### config.mk
export PLATFORM = sky130hd
export DESIGN_NAME = plc_config_regs
export DESIGN_NICKNAME = d
export VERILOG_FILES = /design/src/inc/plc_pkg.sv /design/src/core/plc_reset_seq.sv /design/src/core/plc_config_regs.sv
export VERILOG_INCLUDE_DIRS = /design/src /design/src/inc
export SDC_FILE = /design/constraint.sdc
export NUM_CORES = 1
export LEC_CHECK = 0
export ABC_AREA = 1
export BUFFER_PORTS_ARGS = -buffer_cell sky130_fd_sc_hd__buf_2
export CAP_MARGIN = 30
export CORE_MARGIN = 5
export CORE_UTILIZATION = 50
export CTS_BUF_LIST = sky130_fd_sc_hd__clkbuf_8
export DETAILED_ROUTE_END_ITERATION = 10
export PLACE_DENSITY = 0.76
export SLEW_MARGIN = 40
export SYNTH_ARGS = -nofsm -noshare
export SYNTH_HDL_FRONTEND = slang
export SYNTH_SLANG_ARGS = --single-unit
### constraint.sdc
create_clock -name mclk_in -period 5 [get_ports mclk_in]
set_input_delay 0.5 -clock mclk_in [delete_from_list [all_inputs] [get_ports mclk_in]]
set_output_delay 0.5 -clock mclk_in [all_outputs]
set_load 0.02 [all_outputs]
### src/inc/plc_consts.svh
`ifndef PLC_CONSTS_SVH
`define PLC_CONSTS_SVH

`define PLC_ADDR_TUNE 16'h8004
`define PLC_ADDR_IDVER 16'hca00
`define PLC_ADDR_CTRL0 16'hca01
`define PLC_ADDR_CTRL1 16'hca02

`define PLC_PRE_MSB 13
`define PLC_PRE_LSB 8
`define PLC_COMMIT_MSB 5
`define PLC_COMMIT_LSB 0
`define PLC_HI_MSB 15
`define PLC_HI_LSB 8
`define PLC_LO_MSB 7
`define PLC_LO_LSB 0
`define PLC_ENABLE_BIT 15
`define PLC_RESET_BIT 14

`define PLC_PRE_RESET 6'h35
`define PLC_COMMIT_RESET 6'h20
`define PLC_LAYOUT_ID 8'h0a
`define PLC_LAYOUT_VER 8'h10
`define PLC_COUNT_RESET 8'h08
`define PLC_NODE_RESET 8'hff
`define PLC_NODE_COORD 8'h00

`define PLC_CLK_NS 50
`define PLC_SUBRESET_NS 200

`endif

### src/inc/plc_pkg.sv
package plc_pkg;
	typedef logic [15:0] plc_word_t;
	typedef logic [5:0] plc_thr_t;
	typedef logic [7:0] plc_byte_t;
	typedef enum logic {
		PLC_SEQ_IDLE,
		PLC_SEQ_PULSE
	} plc_seq_state_t;
endpackage

### src/core/plc_reset_seq.sv
`timescale 1ns/1ns
`default_nettype none
`include "plc_consts.svh"
module plc_reset_seq (
	input wire logic mclk_in,
	input wire logic reset_in,
	input wire logic start_in,
	output logic busy_out
);
	localparam int PULSE_CYCLES =
		(`PLC_SUBRESET_NS + `PLC_CLK_NS - 1) / `PLC_CLK_NS;
	localparam logic [3:0] LAST_COUNT = 4'(PULSE_CYCLES - 1);

	plc_pkg::plc_seq_state_t state;
	logic [3:0] count;

	// Reset pulse length; a new start during the pulse restarts it
	always_ff @(posedge mclk_in or posedge reset_in) begin
		if (reset_in) begin
			state <= plc_pkg::PLC_SEQ_IDLE;
			count <= 4'h0;
		end else begin
			case (state)
				plc_pkg::PLC_SEQ_IDLE: begin
					if (start_in) begin
						state <= plc_pkg::PLC_SEQ_PULSE;
						count <= LAST_COUNT;
					end
				end
				plc_pkg::PLC_SEQ_PULSE: begin
					if (start_in) begin
						count <= LAST_COUNT;
					end else if (count == 4'h0) begin
						state <= plc_pkg::PLC_SEQ_IDLE;
					end else begin
						count <= count - 4'h1;
					end
				end
				default: begin
					state <= plc_pkg::PLC_SEQ_IDLE;
				end
			endcase
		end
	end

	assign busy_out = (state == plc_pkg::PLC_SEQ_PULSE);
endmodule // plc_reset_seq
`default_nettype wire

### src/core/plc_config_regs.sv
`timescale 1ns/1ns
`default_nettype none
`include "plc_consts.svh"
module plc_config_regs (
	input wire logic mclk_in,
	input wire logic reset_in,
	input wire logic [15:0] reg_addr_in,
	input wire logic reg_wr_in,
	input wire logic reg_rd_in,
	input wire logic [15:0] reg_wdata_in,
	output logic [15:0] reg_rdata_out,
	output logic reg_rvalid_out,
	input wire logic coord_override_in,
	input wire logic coord_role_in,
	input wire logic enhanced_noise_immunity_in,
	input wire logic [5:0] preamble_score_in,
	input wire logic [5:0] commit_score_in,
	output logic preamble_detect_out,
	output logic commit_detect_out,
	output logic [5:0] preamble_threshold_out,
	output logic [5:0] commit_threshold_out,
	output logic ca_active_out,
	output logic coordinator_out,
	output logic [7:0] opportunity_count_out,
	output logic sublayer_reset_out
);

	// Address match, shared by write and read decoding
	function automatic logic addr_hit(input logic [15:0] addr,
		input logic [15:0] target);
		addr_hit = (addr == target);
	endfunction

	plc_pkg::plc_thr_t preamble_thr;
	plc_pkg::plc_thr_t commit_thr;
	logic ca_enable;
	plc_pkg::plc_byte_t node_count;
	plc_pkg::plc_byte_t node_id;
	logic reset_start;
	logic reset_busy;
	logic next_active;
	logic next_coord;
	plc_pkg::plc_thr_t thr_sel [2];
	plc_pkg::plc_thr_t thr_def [2];
	plc_pkg::plc_thr_t score [2];
	logic detect [2];

	// Tuning thresholds
	always_ff @(posedge mclk_in or posedge reset_in) begin
		if (reset_in) begin
			preamble_thr <= `PLC_PRE_RESET;
			commit_thr <= `PLC_COMMIT_RESET;
		end else if (reg_wr_in && addr_hit(reg_addr_in, `PLC_ADDR_TUNE)) begin
			preamble_thr <= reg_wdata_in[`PLC_PRE_MSB:`PLC_PRE_LSB];
			commit_thr <= reg_wdata_in[`PLC_COMMIT_MSB:`PLC_COMMIT_LSB];
		end
	end

	// Control 0: enable; reset bit only starts the sequencer
	always_ff @(posedge mclk_in or posedge reset_in) begin
		if (reset_in) begin
			ca_enable <= 1'b0;
		end else if (reg_wr_in && addr_hit(reg_addr_in, `PLC_ADDR_CTRL0)) begin
			ca_enable <= reg_wdata_in[`PLC_ENABLE_BIT];
		end
	end

	assign reset_start = reg_wr_in
		&& addr_hit(reg_addr_in, `PLC_ADDR_CTRL0)
		&& reg_wdata_in[`PLC_RESET_BIT];

	// Control 1: node count and local node id
	always_ff @(posedge mclk_in or posedge reset_in) begin
		if (reset_in) begin
			node_count <= `PLC_COUNT_RESET;
			node_id <= `PLC_NODE_RESET;
		end else if (reg_wr_in && addr_hit(reg_addr_in, `PLC_ADDR_CTRL1)) begin
			node_count <= reg_wdata_in[`PLC_HI_MSB:`PLC_HI_LSB];
			node_id <= reg_wdata_in[`PLC_LO_MSB:`PLC_LO_LSB];
		end
	end

	plc_reset_seq u_reset_seq (
		.mclk_in(mclk_in),
		.reset_in(reset_in),
		.start_in(reset_start),
		.busy_out(reset_busy)
	);

	// Sublayer reset output; touches no configuration register
	always_ff @(posedge mclk_in or posedge reset_in) begin
		if (reset_in) begin
			sublayer_reset_out <= 1'b0;
		end else begin
			sublayer_reset_out <= reset_busy || reset_start;
		end
	end

	// Role and activity
	always_comb begin
		next_active = ca_enable && (node_id != `PLC_NODE_RESET);
		if (coord_override_in) begin
			next_coord = coord_role_in;
		end else begin
			next_coord = (node_id == `PLC_NODE_COORD);
		end
	end

	always_ff @(posedge mclk_in or posedge reset_in) begin
		if (reset_in) begin
			ca_active_out <= 1'b0;
			coordinator_out <= 1'b0;
			opportunity_count_out <= 8'h00;
		end else begin
			ca_active_out <= next_active;
			coordinator_out <= next_active && next_coord;
			if (next_active && next_coord) begin
				opportunity_count_out <= node_count;
			end else begin
				opportunity_count_out <= 8'h00;
			end
		end
	end

	// Threshold outputs and detectors; defaults apply while immunity is off
	assign thr_def[0] = `PLC_PRE_RESET;
	assign thr_def[1] = `PLC_COMMIT_RESET;
	assign score[0] = preamble_score_in;
	assign score[1] = commit_score_in;
	assign thr_sel[0] = enhanced_noise_immunity_in ? preamble_thr : thr_def[0];
	assign thr_sel[1] = enhanced_noise_immunity_in ? commit_thr : thr_def[1];

	generate
		for (genvar i = 0; i < 2; i++) begin : g_det
			always_ff @(posedge mclk_in or posedge reset_in) begin
				if (reset_in) begin
					detect[i] <= 1'b0;
				end else begin
					detect[i] <= (score[i] >= thr_sel[i]);
				end
			end
		end
	endgenerate

	assign preamble_detect_out = detect[0];
	assign commit_detect_out = detect[1];

	always_ff @(posedge mclk_in or posedge reset_in) begin
		if (reset_in) begin
			preamble_threshold_out <= `PLC_PRE_RESET;
			commit_threshold_out <= `PLC_COMMIT_RESET;
		end else begin
			preamble_threshold_out <= thr_sel[0];
			commit_threshold_out <= thr_sel[1];
		end
	end

	// Read path; unmapped addresses and unused bits read zero
	always_ff @(posedge mclk_in or posedge reset_in) begin
		if (reset_in) begin
			reg_rdata_out <= 16'h0000;
			reg_rvalid_out <= 1'b0;
		end else begin
			reg_rvalid_out <= reg_rd_in;
			if (!reg_rd_in) begin
				reg_rdata_out <= 16'h0000;
			end else if (addr_hit(reg_addr_in, `PLC_ADDR_TUNE)) begin
				reg_rdata_out <= {2'b00, preamble_thr, 2'b00, commit_thr};
			end else if (addr_hit(reg_addr_in, `PLC_ADDR_IDVER)) begin
				reg_rdata_out <= {`PLC_LAYOUT_ID, `PLC_LAYOUT_VER};
			end else if (addr_hit(reg_addr_in, `PLC_ADDR_CTRL0)) begin
				reg_rdata_out <= {ca_enable, reset_busy, 14'h0000};
			end else if (addr_hit(reg_addr_in, `PLC_ADDR_CTRL1)) begin
				reg_rdata_out <= {node_count, node_id};
			end else begin
				reg_rdata_out <= 16'h0000;
			end
		end
	end
endmodule // plc_config_regs
`default_nettype wire

Word level (Yosys, flattened, before mapping)
Cells that the tools add are included.
Word-level totals
  output and inout bits: 42
  logic and storage cells: 55
  register bits: 76
Operators by class
  add/subtract/negate cells: 1
  eq/ne operators: 7
  order comparisons: 2
  multiplexer cells: 17
  bitwise logic cells: 1
  reduce and logical (&&, ||, !) cells: 10
Operator list (number)
  $mux W16: 5
  $eq A16 B16 Y1 const B: 4
  $ge A6 B6 Y1: 2
  $mux W4: 3
  $mux W6: 2
  $logic_not A8 Y1: 1
  $mux W8: 1
  $ne A8 B8 Y1 const B: 1
  $pmux W4 S2: 1
  $logic_and A1 B1 Y1: 6
  $logic_not A4 Y1: 1
  $mux W1: 4
  $sub A4 B1 Y4 const B: 1
  $ne A3 B3 Y1 const B: 1
  $ne A2 B2 Y1 const B: 1
  $pmux W1 S2: 1
  $reduce_and A2 Y1: 1
  $logic_or A1 B1 Y1: 1
  $not A1 Y1: 1

Depth between registers and ports, before layout
  depth in word-level cells: 6
  mapped depth: 9

Cells and area by module
From an unflattened synthesis, not the netlist that was laid out.
Second synthesis, totals
  cell total of the unflattened synthesis: 387
  area, all modules: 3477.1 um2
By module, submodules not included
  plc_config_regs: cells an instance 349, instances 1, area each 3203.1 um2
  plc_reset_seq: cells an instance 38, instances 1, area each 274.0 um2

Least setup slack after synthesis
OpenSTA, ideal clock, no wires.
  kind: in2reg
  from: input enhanced_noise_immunity_in
  to: register detect, in the netlist commit_detect_out
  buffers on the path: 1
  cell stages on the path: 6
  path slack: 3.399 ns
  setup time: 0.138 ns
  arrival: 1.463 ns
  data required time: 4.862 ns
  path through: clkbuf_1 > inv_1 > nor2_1 > ha_1 > a21oi_1 > o221ai_1
Between the ends
  cells in the longest elaborated chain, start to end: 2
Ends and longest elaborated chain
  start, declared: RTL line plc_config_regs.sv:15  | input wire logic enhanced_noise_immunity_in,
  $mux W6: RTL line plc_config_regs.sv:131  | assign thr_sel[1] = enhanced_noise_immunity_in ? commit_thr : thr_def[1];
  $ge A6 B6 Y1: RTL line plc_config_regs.sv:139  | detect[i] <= (score[i] >= thr_sel[i]);
  end signal, assigned by index: RTL line plc_config_regs.sv:139
  end, declared: RTL line plc_config_regs.sv:46  | logic detect [2];
No other way between the ends.
A chain may end at the register's enable or synchronous reset.

Worst setup path after layout
  from: input reg_addr_in[0]
  to: register commit_thr[4]
Between the ends
  cells in the longest elaborated chain, start to end: 2
Ends and longest elaborated chain
  start, declared: RTL line plc_config_regs.sv:7  | input wire logic [15:0] reg_addr_in,
  $eq A16 B16 Y1: RTL line plc_config_regs.sv:31  | addr_hit = (addr == target);
  $logic_and A1 B1 Y1: RTL line plc_config_regs.sv:53  | end else if (reg_wr_in && addr_hit(reg_addr_in, `PLC_ADDR_TUNE)) begin
  end signal, assigned: RTL line plc_config_regs.sv:52  | commit_thr <= `PLC_COMMIT_RESET;
  end signal, assigned: RTL line plc_config_regs.sv:55  | commit_thr <= reg_wdata_in[`PLC_COMMIT_MSB:`PLC_COMMIT_LSB];
  end, declared: RTL line plc_config_regs.sv:35  | plc_pkg::plc_thr_t commit_thr;
No other way between the ends.

==> results.sh <==
export IMPL_outcome="complete, no violations"
export IMPL_cell_internal_pwr_mw=0.963
export IMPL_clock_sink_count=76
export IMPL_worstPathMaxFanout=34
export IMPL_fp_dieW_um=96.3
export IMPL_layout_min_cycle_time_ns=1.69
export IMPL_layout_commonest_cell="sky130_fd_sc_hd__buf_2"
export IMPL_relSlewSlack_pct=53.8
export IMPL_worstReg2RegStart="node_id[3]"
export IMPL_drc=0
export IMPL_post_synth_cell_area_avg_um2=8.84
export IMPL_nFillCells=658
export IMPL_synth_flop_cell="sky130_fd_sc_hd__dfrtp_1"
export IMPL_fin_setup_tns_ns=0
export IMPL_power_clock_fraction_pct=40.0
export IMPL_unrepaired_setup_endpoints_after_global_routing="no"
export IMPL_ys_warnings_count=0
export IMPL_vdd_ir_drop_max_mv=0.149
export IMPL_antenna_violations_before_repair=0
export IMPL_hold_slack_ns=0.183
export IMPL_power_static_leakage_nw=2.60
export IMPL_layout_common_cells="sky130_fd_sc_hd__buf_2, sky130_fd_sc_hd__nand2_1, sky130_fd_sc_hd__inv_1"
export IMPL_worst_setup_path_startpoint="reg_addr_in[0]"
export IMPL_synthArstFlopShare_pct=100
export IMPL_pin_count_of_the_biggest_net_entering_global_routing=52
export IMPL_postSynthCellCount=421
export IMPL_power_density_nw_per_um2=284
export IMPL_regToRegEndpoint="opportunity_count_out[4]"
export IMPL_rows=31
export IMPL_setup_worst_path_end_class="register"
export IMPL_core_region_area_um2=7250
export IMPL_timing_final_ws_setup_ns=3.31
export IMPL_critPathCapture="commit_thr[4]"
export IMPL_max_cap_viol_count=0
export IMPL_power_combinational_fraction_pct=9.4
export IMPL_ff2ff_path_depth=5
export IMPL_post_route_period_util_pct=33.8
export IMPL_drive_above_1_share_pct=32.9
export IMPL_final_cells=618
export IMPL_worst_setup_skew_after_layout_ns=0.00601
export IMPL_finalHoldViolCount=0
export IMPL_area_growth_syn_to_layout_pct=19.0
export IMPL_cts_resized=0
export IMPL_grtUsageTotal_pct=18.8
export IMPL_clk_root_buffer_cell="sky130_fd_sc_hd__clkbuf_8"
export IMPL_avgViaCountPerCell=4.76
export IMPL_clock_latency_ns=0.34
export IMPL_vias=2940
export IMPL_ant_nets=0
export IMPL_timing_critical_path_required_ns=5.28
export IMPL_die_area_um2=9270
export IMPL_num_io_pins=93
export IMPL_total_standard_cell_area_after_synthesis_um2=3720
export IMPL_grt_pass1_wl_um=13300
export IMPL_post_place_ws_ns=2.97
export IMPL_finalMaxSlewViolations=0
export IMPL_dp_final_hpwl_um=6090
export IMPL_finalWeightedCongestion=0.828
export IMPL_crit_path_dat_ns=1.98
export IMPL_tritoncts="built"
export IMPL_effective_utilization_at_floorplan_pct=51.3
export IMPL_power_switching_fraction_pct=23.3
export IMPL_die_h_um=96.3
export IMPL_ys_ff_latch=76
export IMPL_cts_buffers_inserted=9
export IMPL_critPathLaunchType="input port"
export IMPL_syn_nets=485
export IMPL_reg2reg_setup_slack_ns=3.48
export IMPL_number_of_placed_instances_taps_included=602
export IMPL_post_cts_setup_buffer_count=0
export IMPL_slew_at_the_pin_with_the_worst_max_slew_slack_ns=0.689
export IMPL_fin_nets=578
export IMPL_fmax_ghz=0.591
export IMPL_detail_route_wl_per_cell_um=12.9
export IMPL_number_of_enable_type_register_cells_in_the_synthesized_netlist=0
export IMPL_first_iter_violations=99
export IMPL_netlist_cell_type_count=30
export IMPL_via_count_of_the_first_global_routing_pass=2923
export IMPL_clock_tree_htree_level_count=3
export IMPL_antenna_cells_inserted=0
export IMPL_finalWirelength_um=8000
export IMPL_maximum_count_of_clock_buffers_along_a_single_path=2
export IMPL_postCtsHoldBufs=0
export IMPL_finalSetupViolCount=0
export IMPL_min_path_type="in2async"
export IMPL_yosysSeqAreaShare_pct=51.7
export IMPL_clk_transition_reported_paths_ns=0.07
export IMPL_port_buffer_count=92
export IMPL_grt_overflow=0
export IMPL_seqPwrFrac_pct=50.6
export IMPL_drt_first_pass_iters=4
export IMPL_timing_worst_setup_path_type="in2reg"
export IMPL_switchingPower_mw=0.293
## power by group through the flow
stage          Clock (mW)  Sequential, mW  Combinational, mW
2_1_floorplan           0           0.651             0.0655
3_3_place_gp            0           0.646              0.114
3_5_place_dp            0           0.646              0.119
4_1_cts             0.518           0.635              0.119
5_1_grt             0.540           0.636              0.135
6_report            0.503           0.635              0.118
## registers in the layout, summed over array words and instances (netlist names)
signal	count
sublayer_reset_out	1
commit_threshold_out	6
preamble_detect_out	1
commit_detect_out	1
preamble_threshold_out	6
opportunity_count_out	8
preamble_thr	6
u_reset_seq.count	4
u_reset_seq.busy_out	1
node_id	8
commit_thr	6
reg_rdata_out	16
ca_enable	1
node_count	8
reg_rvalid_out	1
coordinator_out	1
ca_active_out	1
## final cells by class
| class | instances | area (um^2) | area share [%] |
|---|---|---|---|
| Clock buffer | 10 | 138 | 3.11 |
| Clock inverter | 6 | 80.1 | 1.81 |
| Inverter | 64 | 240 | 5.43 |
| Multi-Input combinational cell | 270 | 1450 | 32.8 |
| Sequential cell | 76 | 1930 | 43.5 |
| Tap cell | 99 | 124 | 2.80 |
| Timing Repair Buffer | 93 | 468 | 10.6 |
## stage by stage
step,util (%),power (mW),instance area (um^2)
detailed placement,58.0,0.765,4210
floorplan,-,0.717,3720
CTS,61.0,1.27,4430
global placement,58.0,0.760,4210
finish,61.0,1.26,4430
global route,61.0,1.31,4430
## metal layers
layer  up-vias  GRT usage (%)  share of wire, %
met2        70           30.2                48
met3         7           5.32               6.6
met4         0           6.40               1.1
met1      1360           24.4                44
li1       1503              -                 -
met5         -              0                 0
## worst max-delay path, cell delays in order
cell	delay (ns)
sky130_fd_sc_hd__buf_2	0.14
sky130_fd_sc_hd__nor2_1	0.21
sky130_fd_sc_hd__nand2_1	0.08
sky130_fd_sc_hd__nor2_1	0.12
sky130_fd_sc_hd__nand2_2	0.36
sky130_fd_sc_hd__nor2_4	0.38
sky130_fd_sc_hd__nand2_1	0.10
sky130_fd_sc_hd__nand2_1	0.08
## cell usage after synthesis (3+ instances only)
master / count / area, um^2
sky130_fd_sc_hd__ha_1: 13 / 163
sky130_fd_sc_hd__nand2_2: 16 / 100
sky130_fd_sc_hd__o21ai_0: 8 / 40.0
sky130_fd_sc_hd__nor3_1: 4 / 20.0
sky130_fd_sc_hd__buf_4: 3 / 22.5
sky130_fd_sc_hd__nand4_1: 4 / 25.0
sky130_fd_sc_hd__nand3_1: 19 / 95.1
sky130_fd_sc_hd__buf_12: 3 / 60.1
sky130_fd_sc_hd__dfrtp_1: 57 / 1430
sky130_fd_sc_hd__o21ai_2: 14 / 123
sky130_fd_sc_hd__nor2_2: 4 / 25.0
sky130_fd_sc_hd__nor2_4: 3 / 33.8
sky130_fd_sc_hd__dfstp_2: 19 / 499
sky130_fd_sc_hd__inv_1: 62 / 233
sky130_fd_sc_hd__nor2_1: 57 / 214
sky130_fd_sc_hd__o21ai_1: 21 / 105
sky130_fd_sc_hd__a21oi_1: 5 / 25.0
sky130_fd_sc_hd__nor2_8: 3 / 60.1
sky130_fd_sc_hd__nand2_1: 90 / 338
## how the worst min path moves through the flow
stage | cells past startpoint | start | to | slack (ns)
after floorplan | 2 | u_reset_seq.busy_out | sublayer_reset_out | 0.45
after global placement | 2 | preamble_thr[2] | preamble_thr[2] | 0.48
after detailed placement | 2 | u_reset_seq.busy_out | sublayer_reset_out | 0.48
after CTS | 2 | reset_in | reg_rdata_out[3] | 0.18
after global routing | 2 | reset_in | commit_threshold_out[4] | 0.22
final | 2 | reset_in | reg_rdata_out[3] | 0.18
## cell families after synthesis
family | share of synthesized area, %
AND/OR/NAND/NOR | 25.7
flip-flops | 51.7
buffers and inverters | 9.24
AO/OA/AOI/OAI | 8.71
adder cells (fa/ha/maj) | 4.37
XOR/XNOR | 0.235
(Power assumes the default switching activity.)
